===== config.mk =====
export PLATFORM = sky130hd
export DESIGN_NAME = tacc_conv_ctrl
export DESIGN_NICKNAME = d
export VERILOG_FILES = /design/src/common/tacc_pkg.sv /design/src/common/tacc_timer_if.sv /design/src/verilog/tacc_interval_timer.sv /design/src/verilog/tacc_conv_ctrl.sv
export VERILOG_INCLUDE_DIRS = /design/src /design/src/common
export SDC_FILE = /design/constraint.sdc
export NUM_CORES = 1
export LEC_CHECK = 0
export BUFFER_PORTS_ARGS = -buffer_cell sky130_fd_sc_hd__clkbuf_2
export CAP_MARGIN = 20
export CORE_MARGIN = 4
export CORE_UTILIZATION = 55
export CTS_CLUSTER_DIAMETER = 80
export DETAILED_ROUTE_END_ITERATION = 8
export PLACE_DENSITY = 0.73
export SLEW_MARGIN = 10
export SYNTH_ARGS = -nofsm -noshare
export SYNTH_HDL_FRONTEND = slang
export SYNTH_SLANG_ARGS = --single-unit

===== constraint.sdc =====
create_clock -name core_clk_in -period 6.2 [get_ports core_clk_in]
set_input_delay 0.31 -clock core_clk_in [delete_from_list [all_inputs] [get_ports core_clk_in]]
set_output_delay 0.31 -clock core_clk_in [all_outputs]
set_load 0.05 [all_outputs]

===== src/common/tacc_defines.svh =====
/*
  Register offset, field positions, reset value and timing counts of the
  touch converter conversion control.
  Assumes a 100 MHz core clock and an 8-bit serial register address.
*/
`ifndef TACC_DEFINES_SVH
`define TACC_DEFINES_SVH

// ==========================================================================
// Register map
`define TACC_ADDR_W            8
`define TACC_REG_W             16
`define TACC_CTRL1_ADDR        8'h01
`define TACC_CTRL1_RST         16'h0000

// ==========================================================================
// Field positions of conversion_control_one
`define TACC_TMR_MSB           7
`define TACC_TMR_LSB           0
`define TACC_ACQ_MSB           9
`define TACC_ACQ_LSB           8
`define TACC_MODE_MSB          11
`define TACC_MODE_LSB          10
`define TACC_CHAN_MSB          14
`define TACC_CHAN_LSB          12
`define TACC_IRQ_OFF_BIT       15

// ==========================================================================
// Timing
`define TACC_CLK_PERIOD_NS     10
`define TACC_INTERVAL_BASE_US  550
`define TACC_INTERVAL_STEP_US  35
`define TACC_INTERVAL_BASE_CYC ((`TACC_INTERVAL_BASE_US * 1000) / `TACC_CLK_PERIOD_NS)
`define TACC_INTERVAL_STEP_CYC ((`TACC_INTERVAL_STEP_US * 1000) / `TACC_CLK_PERIOD_NS)
`define TACC_ACQ_BASE_CYC      4
`define TACC_TIMER_CNT_W       20
`define TACC_DATA_W            12

`endif


===== src/common/tacc_pkg.sv =====
/*
  Types of the touch converter conversion control: operating modes,
  input channel codes and sequencer states.
  Assumes nothing beyond a SystemVerilog compiler.
*/
package tacc_pkg;

  // ========================================================================
  // Operating modes, in field order 00, 01, 10, 11
  typedef enum logic [1:0] {
    MODE_IDLE,
    MODE_SINGLE,
    MODE_SLAVE_SEQ,
    MODE_MASTER_SEQ
  } tacc_mode_t;

  // ========================================================================
  // Input codes; each equals its sequencer enable bit position
  typedef enum logic [2:0] {
    CH_INVALID     = 3'h0,
    CH_DIE_THERMAL = 3'h1,
    CH_BATTERY     = 3'h2,
    CH_SPARE       = 3'h3,
    CH_PRESSURE_B  = 3'h4,
    CH_PRESSURE_A  = 3'h5,
    CH_YPLUS       = 3'h6,
    CH_XPLUS       = 3'h7
  } tacc_chan_t;

  // ========================================================================
  // Sequencer states
  typedef enum logic [2:0] {
    ST_IDLE,
    ST_WAIT_TOUCH,
    ST_PICK,
    ST_ACQ,
    ST_CONV,
    ST_DONE,
    ST_INTERVAL
  } tacc_state_t;

endpackage : tacc_pkg


===== src/common/tacc_timer_if.sv =====
/*
  Link between the conversion sequencer and its interval timer.
  Assumes both ends run on the same core clock.
*/
`timescale 1ns/10ps

interface tacc_timer_if;
  logic       start;
  logic       stop;
  logic [7:0] code;
  logic       expired;

  modport ctrl  (output start, output stop, output code, input expired);
  modport timer (input start, input stop, input code, output expired);
endinterface : tacc_timer_if


===== src/verilog/tacc_interval_timer.sv =====
/*
  Repeat interval timer: loads the interval for a nonzero code on start,
  counts down and pulses expired once.
  Assumes stop and start are never raised for a zero code together.
*/
`timescale 1ns/10ps
`include "tacc_defines.svh"

module tacc_interval_timer
  import tacc_pkg::*;
#(
  parameter int BASE_CYC = `TACC_INTERVAL_BASE_CYC,
  parameter int STEP_CYC = `TACC_INTERVAL_STEP_CYC,
  parameter int CNT_W    = `TACC_TIMER_CNT_W
) (
  input  wire logic    core_clk_in,
  input  wire logic    rst_in,
  tacc_timer_if.timer  tif
);

  // ========================================================================
  // Checks
  if (BASE_CYC < 1 || STEP_CYC < 0 ||
      (BASE_CYC + 254 * STEP_CYC) >= (1 << CNT_W)) begin : g_chk
    $error("interval counter too narrow or bad interval");
  end

  logic [CNT_W-1:0] cnt_ff;
  logic             run_ff;
  logic             expired_ff;

  function automatic logic [CNT_W-1:0] load_value(input logic [7:0] code);
    return CNT_W'(BASE_CYC + (int'(code) - 1) * STEP_CYC - 1);
  endfunction : load_value

  // ========================================================================
  // Countdown
  always_ff @(posedge core_clk_in) begin
    if (rst_in) begin
      cnt_ff     <= '0;
      run_ff     <= 1'b0;
      expired_ff <= 1'b0;
    end else if (tif.stop) begin
      run_ff     <= 1'b0;
      expired_ff <= 1'b0;
    end else if (tif.start) begin
      cnt_ff     <= load_value(tif.code);
      run_ff     <= 1'b1;
      expired_ff <= 1'b0;
    end else if (run_ff && cnt_ff == '0) begin
      run_ff     <= 1'b0;
      expired_ff <= 1'b1;
    end else begin
      cnt_ff     <= run_ff ? cnt_ff - 1'b1 : cnt_ff;
      expired_ff <= 1'b0;
    end
  end

  assign tif.expired = expired_ff;
endmodule : tacc_interval_timer


===== src/verilog/tacc_conv_ctrl.sv =====
/*
  Conversion control of a touch-screen sampling converter: holds
  conversion_control_one, sequences single and multi-channel conversions,
  runs the repeat interval and drives the shared interrupt output.
  Assumes synchronous inputs, a converter that answers each conv_start
  with one adc_done pulse, and the other control registers as plain inputs.
*/
// Functional notes
// - interval_code 1 means 550 us, each step adds 35 us, up to 9.440 ms.
// - interval_code zero, the default, runs the conversion or sequence once.
// - In slave modes the interval starts as soon as a sequence completes.
// - In master mode the interval starts only if still touched at sequence end.
// - In master mode a release stops the interval; next touch starts at once.
// - sample_window_sel picks 4, 8, 16 or 32 acquisition periods, default 4.
// - conv_mode_sel: 00 idle, 01 single slave, 10 slave sequence, 11 master.
// - Single-channel mode converts only the input named by input_select.
// - One-shot single or slave sequence clears mode to idle when finished.
// - Nonzero interval repeats single or slave sequence, mode left unchanged.
// - Slave sequence converts each enabled channel not dropped by the GPIO/battery rule below and stores each result.
// - Master mode waits on wake-on-touch; no sequence until the panel is touched.
// - Master mode restarts only on a fresh touch or expiry while touched.
// - single_ended_sel set gives single-ended, clear gives ratiometric conversion.
// - With touch_irq_off clear, the shared output goes low while touched.
// - With touch_irq_off set, the shared output shows the limit interrupt.
// - input codes 7..1: X+, Y+, pressure_a, pressure_b, spare, battery, thermal.
// - conversion_control_one resets to all zeros.
// - Sequencer bits 7..1 enable the same channels as codes 7..1; bit 0 unused.
// - GPIO enabled skips spare and battery; both selected measures battery only.
`timescale 1ns/10ps
`include "tacc_defines.svh"

module tacc_conv_ctrl
  import tacc_pkg::*;
#(
  parameter int INTERVAL_BASE_CYC = `TACC_INTERVAL_BASE_CYC,
  parameter int INTERVAL_STEP_CYC = `TACC_INTERVAL_STEP_CYC,
  parameter int DATA_W            = `TACC_DATA_W
) (
  input  wire logic                     core_clk_in,
  input  wire logic                     rst_in,
  input  wire logic                     reg_wr_in,
  input  wire logic                     reg_rd_in,
  input  wire logic [`TACC_ADDR_W-1:0]  reg_addr_in,
  input  wire logic [`TACC_REG_W-1:0]   reg_wdata_in,
  output logic      [`TACC_REG_W-1:0]   reg_rdata_out,
  input  wire logic [7:0]               seq_enable_in,
  input  wire logic                     gpio_enable_in,
  input  wire logic                     single_ended_sel_in,
  input  wire logic                     touch_in,
  input  wire logic                     limit_irq_in,
  input  wire logic                     adc_done_in,
  input  wire logic [DATA_W-1:0]        adc_data_in,
  output logic                          acq_active_out,
  output logic                          conv_start_out,
  output logic      [2:0]               conv_chan_out,
  output logic                          conv_single_ended_out,
  output logic                          result_wr_out,
  output logic      [2:0]               result_chan_out,
  output logic      [DATA_W-1:0]        result_data_out,
  output logic                          wake_on_touch_out,
  output logic                          irq_n_out
);

  // ========================================================================
  // Checks
  if (DATA_W < 1 || DATA_W > `TACC_REG_W) begin : g_chk
    $error("DATA_W out of range");
  end

  // ========================================================================
  // Declarations
  logic [`TACC_REG_W-1:0] ctrl_ff;
  tacc_state_t            state_ff;
  logic [7:0]             pending_ff;
  logic [5:0]             acq_cnt_ff;
  logic                   released_ff;
  logic                   acq_active_ff;
  logic                   conv_start_ff;
  logic [2:0]             chan_ff;
  logic                   single_ended_ff;
  logic                   result_wr_ff;
  logic [2:0]             result_chan_ff;
  logic [DATA_W-1:0]      result_data_ff;
  logic                   wake_ff;
  logic                   irq_n_ff;
  logic [`TACC_REG_W-1:0] rdata_ff;
  logic                   ctrl_wr;
  tacc_mode_t             mode;
  tacc_mode_t             nxt_mode;
  logic [7:0]             tmr_code;
  logic                   one_shot;
  logic                   timer_start;
  logic                   timer_stop;
  tacc_timer_if tif ();

  // ========================================================================
  // Helpers
  function automatic logic is_ctrl1(input logic [`TACC_ADDR_W-1:0] addr);
    return addr == `TACC_CTRL1_ADDR;
  endfunction : is_ctrl1
  function automatic logic [2:0] top_bit(input logic [7:0] m);
    logic [2:0] r;
    r = 3'h0;
    for (int i = 1; i < 8; i++) begin
      if (m[i]) begin
        r = 3'(i);
      end
    end
    return r;
  endfunction : top_bit
  // Channels still to convert when a conversion or sequence begins
  function automatic logic [7:0] start_mask(input tacc_mode_t m_sel,
                                            input logic [2:0] chan,
                                            input logic [7:0] seq,
                                            input logic       gpio_en);
    logic [7:0] m;
    m = 8'h00;
    if (m_sel == MODE_SINGLE) begin
      m[chan] = (chan != CH_INVALID);
    end else if (m_sel != MODE_IDLE) begin
      m = seq & 8'hFE;
      if (gpio_en) begin
        m[CH_SPARE]   = 1'b0;
        m[CH_BATTERY] = 1'b0;
      end else if (m[CH_SPARE] && m[CH_BATTERY]) begin
        m[CH_SPARE] = 1'b0;
      end
    end
    return m;
  endfunction : start_mask
  assign ctrl_wr  = reg_wr_in && is_ctrl1(reg_addr_in);
  assign mode     = tacc_mode_t'(ctrl_ff[`TACC_MODE_MSB:`TACC_MODE_LSB]);
  assign nxt_mode = tacc_mode_t'(reg_wdata_in[`TACC_MODE_MSB:`TACC_MODE_LSB]);
  assign tmr_code = ctrl_ff[`TACC_TMR_MSB:`TACC_TMR_LSB];
  assign one_shot = (tmr_code == 8'h00);

  // ========================================================================
  // Control register
  always_ff @(posedge core_clk_in) begin
    if (rst_in) begin
      ctrl_ff <= `TACC_CTRL1_RST;
    end else if (ctrl_wr) begin
      ctrl_ff <= reg_wdata_in;
    end else if (state_ff == ST_DONE && one_shot && mode != MODE_MASTER_SEQ) begin
      ctrl_ff[`TACC_MODE_MSB:`TACC_MODE_LSB] <= MODE_IDLE;
    end
  end

  always_ff @(posedge core_clk_in) begin
    if (rst_in) begin
      rdata_ff <= 16'h0000;
    end else if (reg_rd_in) begin
      rdata_ff <= is_ctrl1(reg_addr_in) ? ctrl_ff : 16'h0000;
    end
  end

  // ========================================================================
  // Touch tracking for fresh-touch starts
  always_ff @(posedge core_clk_in) begin
    if (rst_in) begin
      released_ff <= 1'b0;
    end else if (ctrl_wr || !touch_in) begin
      released_ff <= 1'b1;
    end else if (state_ff == ST_WAIT_TOUCH) begin
      released_ff <= 1'b0;
    end
  end

  // ========================================================================
  // Sequencer
  always_ff @(posedge core_clk_in) begin
    if (rst_in) begin
      state_ff      <= ST_IDLE;
      pending_ff    <= 8'h00;
      chan_ff       <= 3'h0;
      acq_cnt_ff    <= 6'h00;
      acq_active_ff <= 1'b0;
      conv_start_ff <= 1'b0;
    end else if (ctrl_wr) begin
      acq_active_ff <= 1'b0;
      conv_start_ff <= 1'b0;
      pending_ff    <= start_mask(nxt_mode,
                                  reg_wdata_in[`TACC_CHAN_MSB:`TACC_CHAN_LSB],
                                  seq_enable_in, gpio_enable_in);
      unique case (nxt_mode)
        MODE_IDLE:       state_ff <= ST_IDLE;
        MODE_SINGLE:     state_ff <= ST_PICK;
        MODE_SLAVE_SEQ:  state_ff <= ST_PICK;
        MODE_MASTER_SEQ: state_ff <= ST_WAIT_TOUCH;
      endcase
    end else begin
      conv_start_ff <= 1'b0;
      unique case (state_ff)
        ST_IDLE: pending_ff <= 8'h00;
        ST_WAIT_TOUCH: begin
          if (touch_in && released_ff) begin
            state_ff   <= ST_PICK;
            pending_ff <= start_mask(mode, ctrl_ff[`TACC_CHAN_MSB:`TACC_CHAN_LSB],
                                     seq_enable_in, gpio_enable_in);
          end
        end
        ST_PICK: begin
          if (pending_ff == 8'h00) begin
            state_ff <= ST_DONE;
          end else begin
            chan_ff                      <= top_bit(pending_ff);
            pending_ff[top_bit(pending_ff)] <= 1'b0;
            acq_cnt_ff <= 6'(`TACC_ACQ_BASE_CYC << ctrl_ff[`TACC_ACQ_MSB:`TACC_ACQ_LSB]) - 6'h01;
            acq_active_ff <= 1'b1;
            state_ff      <= ST_ACQ;
          end
        end
        ST_ACQ: begin
          if (acq_cnt_ff == 6'h00) begin
            acq_active_ff <= 1'b0;
            conv_start_ff <= 1'b1;
            state_ff      <= ST_CONV;
          end else begin
            acq_cnt_ff <= acq_cnt_ff - 6'h01;
          end
        end
        ST_CONV: state_ff <= adc_done_in ? ST_PICK : ST_CONV;
        ST_DONE: begin
          if (mode == MODE_MASTER_SEQ) begin
            state_ff <= (touch_in && !one_shot) ? ST_INTERVAL : ST_WAIT_TOUCH;
          end else begin
            state_ff <= one_shot ? ST_IDLE : ST_INTERVAL;
          end
        end
        ST_INTERVAL: begin
          if (mode == MODE_MASTER_SEQ && !touch_in) begin
            state_ff <= ST_WAIT_TOUCH;
          end else if (tif.expired) begin
            state_ff   <= ST_PICK;
            pending_ff <= start_mask(mode, ctrl_ff[`TACC_CHAN_MSB:`TACC_CHAN_LSB],
                                     seq_enable_in, gpio_enable_in);
          end
        end
      endcase
    end
  end

  // ========================================================================
  // Interval timer
  assign timer_start = !ctrl_wr && state_ff == ST_DONE && !one_shot &&
                       (mode != MODE_MASTER_SEQ || touch_in);
  assign timer_stop  = ctrl_wr ||
                       (state_ff == ST_INTERVAL && mode == MODE_MASTER_SEQ && !touch_in);
  assign tif.start   = timer_start;
  assign tif.stop    = timer_stop;
  assign tif.code    = tmr_code;
  tacc_interval_timer #(
    .BASE_CYC (INTERVAL_BASE_CYC),
    .STEP_CYC (INTERVAL_STEP_CYC),
    .CNT_W    (`TACC_TIMER_CNT_W)
  ) u_timer (
    .core_clk_in (core_clk_in),
    .rst_in      (rst_in),
    .tif         (tif.timer)
  );

  // ========================================================================
  // Results
  always_ff @(posedge core_clk_in) begin
    if (rst_in) begin
      result_wr_ff   <= 1'b0;
      result_chan_ff <= 3'h0;
      result_data_ff <= '0;
    end else begin
      result_wr_ff <= (state_ff == ST_CONV) && adc_done_in && !ctrl_wr;
      if (state_ff == ST_CONV && adc_done_in) begin
        result_chan_ff <= chan_ff;
        result_data_ff <= adc_data_in;
      end
    end
  end

  // ========================================================================
  // Pin-facing outputs
  always_ff @(posedge core_clk_in) begin
    if (rst_in) begin
      single_ended_ff <= 1'b0;
      wake_ff         <= 1'b0;
      irq_n_ff        <= 1'b1;
    end else begin
      single_ended_ff <= single_ended_sel_in;
      wake_ff         <= (mode == MODE_MASTER_SEQ);
      if (ctrl_ff[`TACC_IRQ_OFF_BIT]) begin
        irq_n_ff <= !limit_irq_in;
      end else begin
        irq_n_ff <= !touch_in;
      end
    end
  end
  assign reg_rdata_out         = rdata_ff;
  assign acq_active_out        = acq_active_ff;
  assign conv_start_out        = conv_start_ff;
  assign conv_chan_out         = chan_ff;
  assign conv_single_ended_out = single_ended_ff;
  assign result_wr_out         = result_wr_ff;
  assign result_chan_out       = result_chan_ff;
  assign result_data_out       = result_data_ff;
  assign wake_on_touch_out     = wake_ff;
  assign irq_n_out             = irq_n_ff;
endmodule : tacc_conv_ctrl


==> results.ini, run 1 <==
[hold_path]
min_path_type = primary input to register
hp-start = single_ended_sel_in
min_path_cells = 2
holdPathEnd = conv_single_ended_out$_SDFF_PP0_

[logic_synthesis]
synthCells = 897
yosysTopAreaCell = dfxtp_1
syn_nets = 1033
synth-main-ff-cell = dfxtp_1
synth_top_area_share_pct = 27.7
ys_warn_count = 0
synth.top_cells.by_area = dfxtp_1 28%, ha_1 10%, fa_1 7.8%
synth_area_mm2 = 0.00695
ys_seq_area_share_pct = 27.7
synthArstFlopShare_pct = 0
synth_area_per_cell_um2 = 7.75
ys_types = 67
ys_ff_latch = 96
synth_edf_count = 0

[worst_setup_path]
critPathSlowestCell = fa_1
worst_setup_path_start_kind = register
cp_num_buf_inv = 6
cp_max_fo = 6
crit_family = adder cells
ff2ff_path_depth = 23
r2r-start = ctrl_ff[0]$_SDFFE_PP0P_
cp_common_cell = inv_1
r2r_end = u_timer.cnt_ff[16]$_SDFFE_PP0P_
critPathCaptureType = register
path_cells = inv_1 > ha_1 > inv_1 > or3_1 > xnor2_2 > ha_1 > inv_1 > fa_1 > inv_1 > fa_1 > inv_1 > fa_1 > inv_1 > ha_1 > ha_1 > a21bo_2 > a21oi_1 > a2111oi_1 > xnor2_1 > or4_1 > and3_1 > o21ai_1 > a21oi_1
required_ns = 6.40
critPathKind = register to register
rrSetupSlack_ns = 0.31
max_stage_delay_ns = 0.52
arrival_ns = 6.09

[routing]
routed_wl_mm = 16.2
vias = 6349
wl_per_cell_um = 14.2
route.detailed.drc = 0
final_antenna_net_count = 0
post_drt_via_cell_ratio = 5.56
drtIter0Drc = 377
drt_pass1_iterations = 5

[floorplan]
coreArea_mm2 = 0.0122
die_h_um = 120
dieWidth_um = 120
rows = 40
start_util_pct = 56.9
io_pins = 93
die-area_mm2 = 0.0145

[finish]
diodes = 0
fillCellCount = 1165
multi_input_area_mm2 = 0.00464
seqCellArea_mm2 = 0.00192
final_core_util_pct = 64.3
drive_gt1_share_pct = 14.0
final_cell_area_mm2 = 0.00786
fin_cells = 1141
area_growth_syn_to_layout_pct = 13.1
finalNetCount = 1104

[grt]
antenna_found_initial = 0
grt_max_degree = 96
overflow = 0
grt_pass1_wl_mm = 27.0
grt_usage_pct = 22.4
grt_pass1_vias = 5662

[sta]
setup_viol = 0
worstMarginPinSlew_ns = 0.982
period_minus_slack_ns = 5.89
max-slew-margin-rel_pct = 34.5
skew_ns = 0.00820
timing.fmax_mhz = 170
min_period_over_period_pct = 95.0
fin_hold_ws_ns = 0.173
finalSetupTns_ns = 0
hold_violations = 0
slew_viol_final = 0

[power]
p_per_area_mw_per_mm2 = 201
comb_power_share_pct = 25.2
swShare_pct = 32.5
intPower_uw = 1070
power.switching_uw = 514
max-vdd-ir-drop_uv = 212
clockPowerShare_pct = 34.2
p_seq_share_pct = 40.6
p_leak_uw = 0.00333

[cts]
numCtsBuffers = 9
cts_buffer_depth = 2
tritoncts = built
clk_latency_ns = 0.35
cts_max_level = 3
path_clk_slew_ns = 0.07
cts_sinks = 96
root_buffer = clkbuf_16

[placement]
dp_hpwl_mm = 12.0
placed_cell_area_mm2 = 0.00751
portBuffers = 91
dp.cells = 1122
place_congestion = 0.902

[status]
status = finished, final reports clean

[job]
cap_violations = 0

cells by family after synthesis:
| logic type | Yosys count | share of synthesized area [%] |
|---|---|---|
| multiplexers | 5 | 0.738 |
| AND/OR/NAND/NOR | 352 | 24.0 |
| flip-flops | 96 | 27.7 |
| XOR/XNOR | 29 | 3.65 |
| buffers and inverters | 110 | 6.18 |
| adder cells (fa/ha/maj) | 83 | 17.9 |
| AO/OA/AOI/OAI | 222 | 19.9 |
metrics by stage:
stage          worst slack, ns  total power (µW)
5_1_grt                -0.0106              1670
6_report                 0.312              1580
4_1_cts                  0.268              1580
2_1_floorplan            0.473               952
3_5_place_dp             0.300              1040
3_3_place_gp             0.349              1040
how the worst max path moves through the flow:
| stage | from | to | depth (start not counted) |
|---|---|---|---|
| final | ctrl_ff[0]$_SDFFE_PP0P_ | u_timer.cnt_ff[16]$_SDFFE_PP0P_ | 23 |
| after global routing | ctrl_ff[1]$_SDFFE_PP0P_ | u_timer.cnt_ff[16]$_SDFFE_PP0P_ | 21 |
| after floorplan | ctrl_ff[0]$_SDFFE_PP0P_ | u_timer.cnt_ff[16]$_SDFFE_PP0P_ | 23 |
| after detailed placement | ctrl_ff[2]$_SDFFE_PP0P_ | u_timer.cnt_ff[16]$_SDFFE_PP0P_ | 22 |
| after CTS | ctrl_ff[2]$_SDFFE_PP0P_ | u_timer.cnt_ff[16]$_SDFFE_PP0P_ | 22 |
| after global placement | ctrl_ff[0]$_SDFFE_PP0P_ | u_timer.cnt_ff[16]$_SDFFE_PP0P_ | 23 |
sequential cells by signal, summed over array words and instances, names as in the netlist, 3 cells and up:
signal,count
u_timer.cnt_ff,20
ctrl_ff,16
reg_rdata_out,16
result_data_out,12
pending_ff,8
acq_cnt_ff,6
conv_chan_out,3
result_chan_out,3
state_ff,3
layer usage:
metal,GRT usage [%],routed length (µm)
met3,5.24,1040
met1,33.2,8090
met4,4.96,149
met2,33.3,6950
met5,0,0
area by class of cell:
cell class | count | area share (%)
multi-input combinational | 691 | 59.0
inverter | 66 | 3.15
sequential | 96 | 24.5
tap | 168 | 2.68
timing repair buffer | 104 | 7.04
clock inverter | 7 | 0.780
clock buffer | 9 | 2.87
placed cells by master (no fill, tap or decap), types with 13 or more instances in the layout:
cell type  netlist  final
o21ai_0         47     47
buf_4            2     13
xnor2_1         19     18
dfxtp_1         96     96
fa_1            27     27
inv_1           66     66
ha_1            56     56
nand2b_1        33     33
a21oi_1         86     86
o31ai_1         13     13
nor2_1          75     74
nand2_1        123    123
nand3_1         33     33
nor3_1          29     29
clkbuf_2         0     90
or3_1           13     13
what timing repair did:
item | CTS | global route
gates resized for setup | 0 | 6
hold buffers | 0 | 0
setup endpoints to repair | 0 | 2
setup buffers | 0 | 2
power by group through the flow:
stage	registers, µW	logic [µW]	clock network [µW]
floorplan	647	304	0
global placement	655	385	0
detailed placement	655	385	0
CTS	641	389	554
global route	643	445	577
finish	641	399	539
synth_stat cells, drive strengths merged (3+ instances only):
cell type	n
a2111oi	4
a211oi	6
a21o	5
a21oi	87
a222oi	5
a22oi	9
a311oi	3
a31oi	7
and2	7
and3	3
buf	10
clkbuf	34
dfxtp	96
fa	27
ha	56
inv	66
mux2i	4
nand2	123
nand2b	33
nand3	33
nand3b	5
nor2	76
nor2b	8
nor3	30
nor3b	3
nor4	8
o2111ai	3
o211ai	6
o21a	3
o21ai	48
o311ai	5
o31ai	13
or3	13
or4	3
xnor2	19
xor2	10
(Power assumes the default switching activity.)
==> run 2: changes to the inputs <==
Settings changed: CTS_CLUSTER_SIZE set to 10, PLACE_DENSITY 0.73 to 0.72, REMOVE_ABC_BUFFERS set to 1, SYNTH_HIERARCHICAL set to 1.
==> run 2 against run 1 <==
Sequential share of layout area is 0.25 points lower. Flip-flop and latch count unchanged. Critical endpoint is now u_timer/cnt_ff[19]$_SDFFE_PP0P_. Synthesized area increased by 2.6%. Highest routed layer unchanged. Clock power is 7.8% higher. Via count down 0.54%. Utilization fell by 1.7 points. First-iteration DRC count up 20%. Critical path depth down 6. Die area grew 2.4%. Synthesized cell count fell by 3.6%. Non-clock buffer count shrank 8. Cell count decreased by 2.5%.
==> results.ini, run 2 <==
[status]
status = finished, final reports clean

[cts]
numCtsBuffers = 9
root_buffer = clkbuf_16
cts_sinks = 96
cts_max_level = 3
cts_resized = 0
tritoncts = built
cts_buffer_depth = 2
clk_latency_ns = 0.35
ctsHoldBuffers = 0
path_clk_slew_ns = 0.07
post-cts-setup-buffers = 0

[routing]
routed_wl_mm = 16.2
post_drt_via_cell_ratio = 5.67
drt_pass1_iterations = 5
vias = 6315
route.detailed.drc = 0
final_antenna_net_count = 0
wl_per_cell_um = 14.5
drtIter0Drc = 454

[logic_synthesis]
ys_types = 84
synth_fa_ha_area_share_pct = 18.0
synth_area_per_cell_um2 = 8.24
synth_compound_area_share_pct = 22.0
yosysTopAreaCell = dfxtp_1
synth_area_mm2 = 0.00713
synthCells = 865
synth_xor_area_share_pct = 3.07
synth_most_common_cell = nand2_1
synth-simple-area-share_pct = 22.2
ys_ff_latch = 96
synthMuxAreaShare_pct = 0.649
synth.top_cells.by_area = dfxtp_1 27%, ha_1 10%, fa_1 7.9%
synth_common_cells = 108 x nand2_1, 96 x dfxtp_1, 85 x nor2_1, 80 x inv_1
synth_top_family_by_area = simple AND/OR/NAND/NOR gates
synth-main-ff-cell = dfxtp_1
synthArstFlopShare_pct = 0
ys_warn_count = 6
ys_seq_area_share_pct = 27.0
synth_top_area_share_pct = 27.0
synth_edf_count = 0

[worst_setup_path]
path_cells = nor4_1 > nand2_1 > xnor2_1 > inv_1 > fa_1 > inv_1 > ha_1 > fa_1 > fa_1 > ha_1 > ha_1 > or3_1 > o211a_1 > o31a_1 > a311oi_1 > xor2_1 > o22ai_1
cp_max_fo = 9
required_ns = 6.42
worst_setup_path_start_kind = register
max_stage_delay_ns = 0.57
critPathSlowestCell = fa_1
critPathKind = register to register
crit_family = adder cells
arrival_ns = 5.94
cp_num_buf_inv = 2
critPathCaptureType = register

[finish]
layout_common_cells = 108 x nand2_1, 96 x dfxtp_1, 90 x clkbuf_2
regMostFlops = u_timer/cnt_ff
fillCellCount = 1159
diodes = 0
final_common_cell = nand2_1
area_growth_syn_to_layout_pct = 11.4
drive_gt1_share_pct = 15.5
final_cell_area_mm2 = 0.00794
largest_register_ffs = 20
finalNetCount = 1075

[placement]
portBuffers = 91
place_congestion = 0.902
dp_hpwl_mm = 12.2
placed_cell_area_mm2 = 0.00763

[sta]
rsz0062_at_grt = no
setup_viol = 0
skew_ns = 0.00862
finalSetupTns_ns = 0
timing.fmax_mhz = 175
min_period_over_period_pct = 92.3
max-slew-margin-rel_pct = 43.1
slew_viol_final = 0
worstMarginPinSlew_ns = 0.853
hold_violations = 0
period_minus_slack_ns = 5.72

[floorplan]
die-area_mm2 = 0.0148
start_util_pct = 56.3
rows = 41
die_h_um = 122
dieWidth_um = 122
coreArea_mm2 = 0.0127
io_pins = 93

[grt]
grt_pass1_vias = 5663
grt_usage_pct = 22.4
antenna_found_initial = 0
grt_pass1_wl_mm = 27.2
grt_max_degree = 47
overflow = 0

[power]
p_leak_uw = 0.00345
max-vdd-ir-drop_uv = 129
finalPower_uw = 1530
p_per_area_mw_per_mm2 = 193

[job]
cap_violations = 0

[hold_path]
min_path_type = primary input to register

## run 2: cell types whose count changed after synthesis, sizes merged, moves of 14 or more
cell,delta
a21oi,-29
inv,+14
nand2,-14
nand2b,-24
nand3,-22
## run 2: worst min-delay path, stage by stage
cell,delay (ns)
clkbuf_2,0.08
nand2_1,0.04
a21oi_1,0.05
## run 2: final timing paths
path / cells past startpoint / slack, ns / from / end
max: 17 / 0.48 / ctrl_ff[2]$_SDFFE_PP0P_ / u_timer/cnt_ff[19]$_SDFFE_PP0P_
min: 3 / 0.17 / reg_wdata_in[2] / ctrl_ff[2]$_SDFFE_PP0P_
max reg2reg: 17 / 0.48 / ctrl_ff[2]$_SDFFE_PP0P_ / u_timer/cnt_ff[19]$_SDFFE_PP0P_
min reg2reg: 2 / 0.45 / result_data_out[6]$_SDFFE_PP0P_ / result_data_out[6]$_SDFFE_PP0P_
## run 2: power breakdown
group	leakage [µW]	internal [µW]	total (µW)	switching [µW]
registers	0.000774	620	628	7.49
clock network	0.000151	321	581	260
logic	0.00253	135	323	188
total	0.00345	1080	1530	456
## run 2: layout make-up
cell class,count,area [µm²],share of cell area [%]
clock buffer,10,229,2.88
inverter,81,304,3.83
timing repair buffer,96,493,6.21
sequential,96,1920,24.2
tap,172,215,2.71
multi-input combinational,652,4700,59.2
clock inverter,6,75.1,0.946
## run 2: cell families (layout without fill, tap and decap cells)
family	count (synthesis)	in the layout
AOI/OAI and AO/OA	223	223
xor gates and xnor gates	25	25
adders and majority gates	86	86
buffers and inverters	117	193
DFF	96	96
muxes	4	4
and+or+nand+nor	314	314
## run 2: routing by layer
metal	track usage, %	share of wire [%]	vias to the layer above
met3	5.39	8.8	17
li1	-	-	3225
met1	32.6	48	2832
met2	33.1	42	241
met4	6.65	1.5	0
met5	0	0	-
## run 2: per-stage QoR
| step | hold WS, ns | worst slack [ns] | util (%) | instances |
|---|---|---|---|---|
| final | 0.169 | 0.479 | 62.7 | 1113 |
| after global routing | 0.180 | 0.125 | 62.7 | 1113 |
| after CTS | 0.159 | 0.487 | 62.7 | 1113 |
| after global placement | 0.442 | 0.563 | 60.3 | 1097 |
| after detailed placement | 0.446 | 0.522 | 60.3 | 1097 |
| after floorplan | 0.376 | 0.926 | - | 829 |
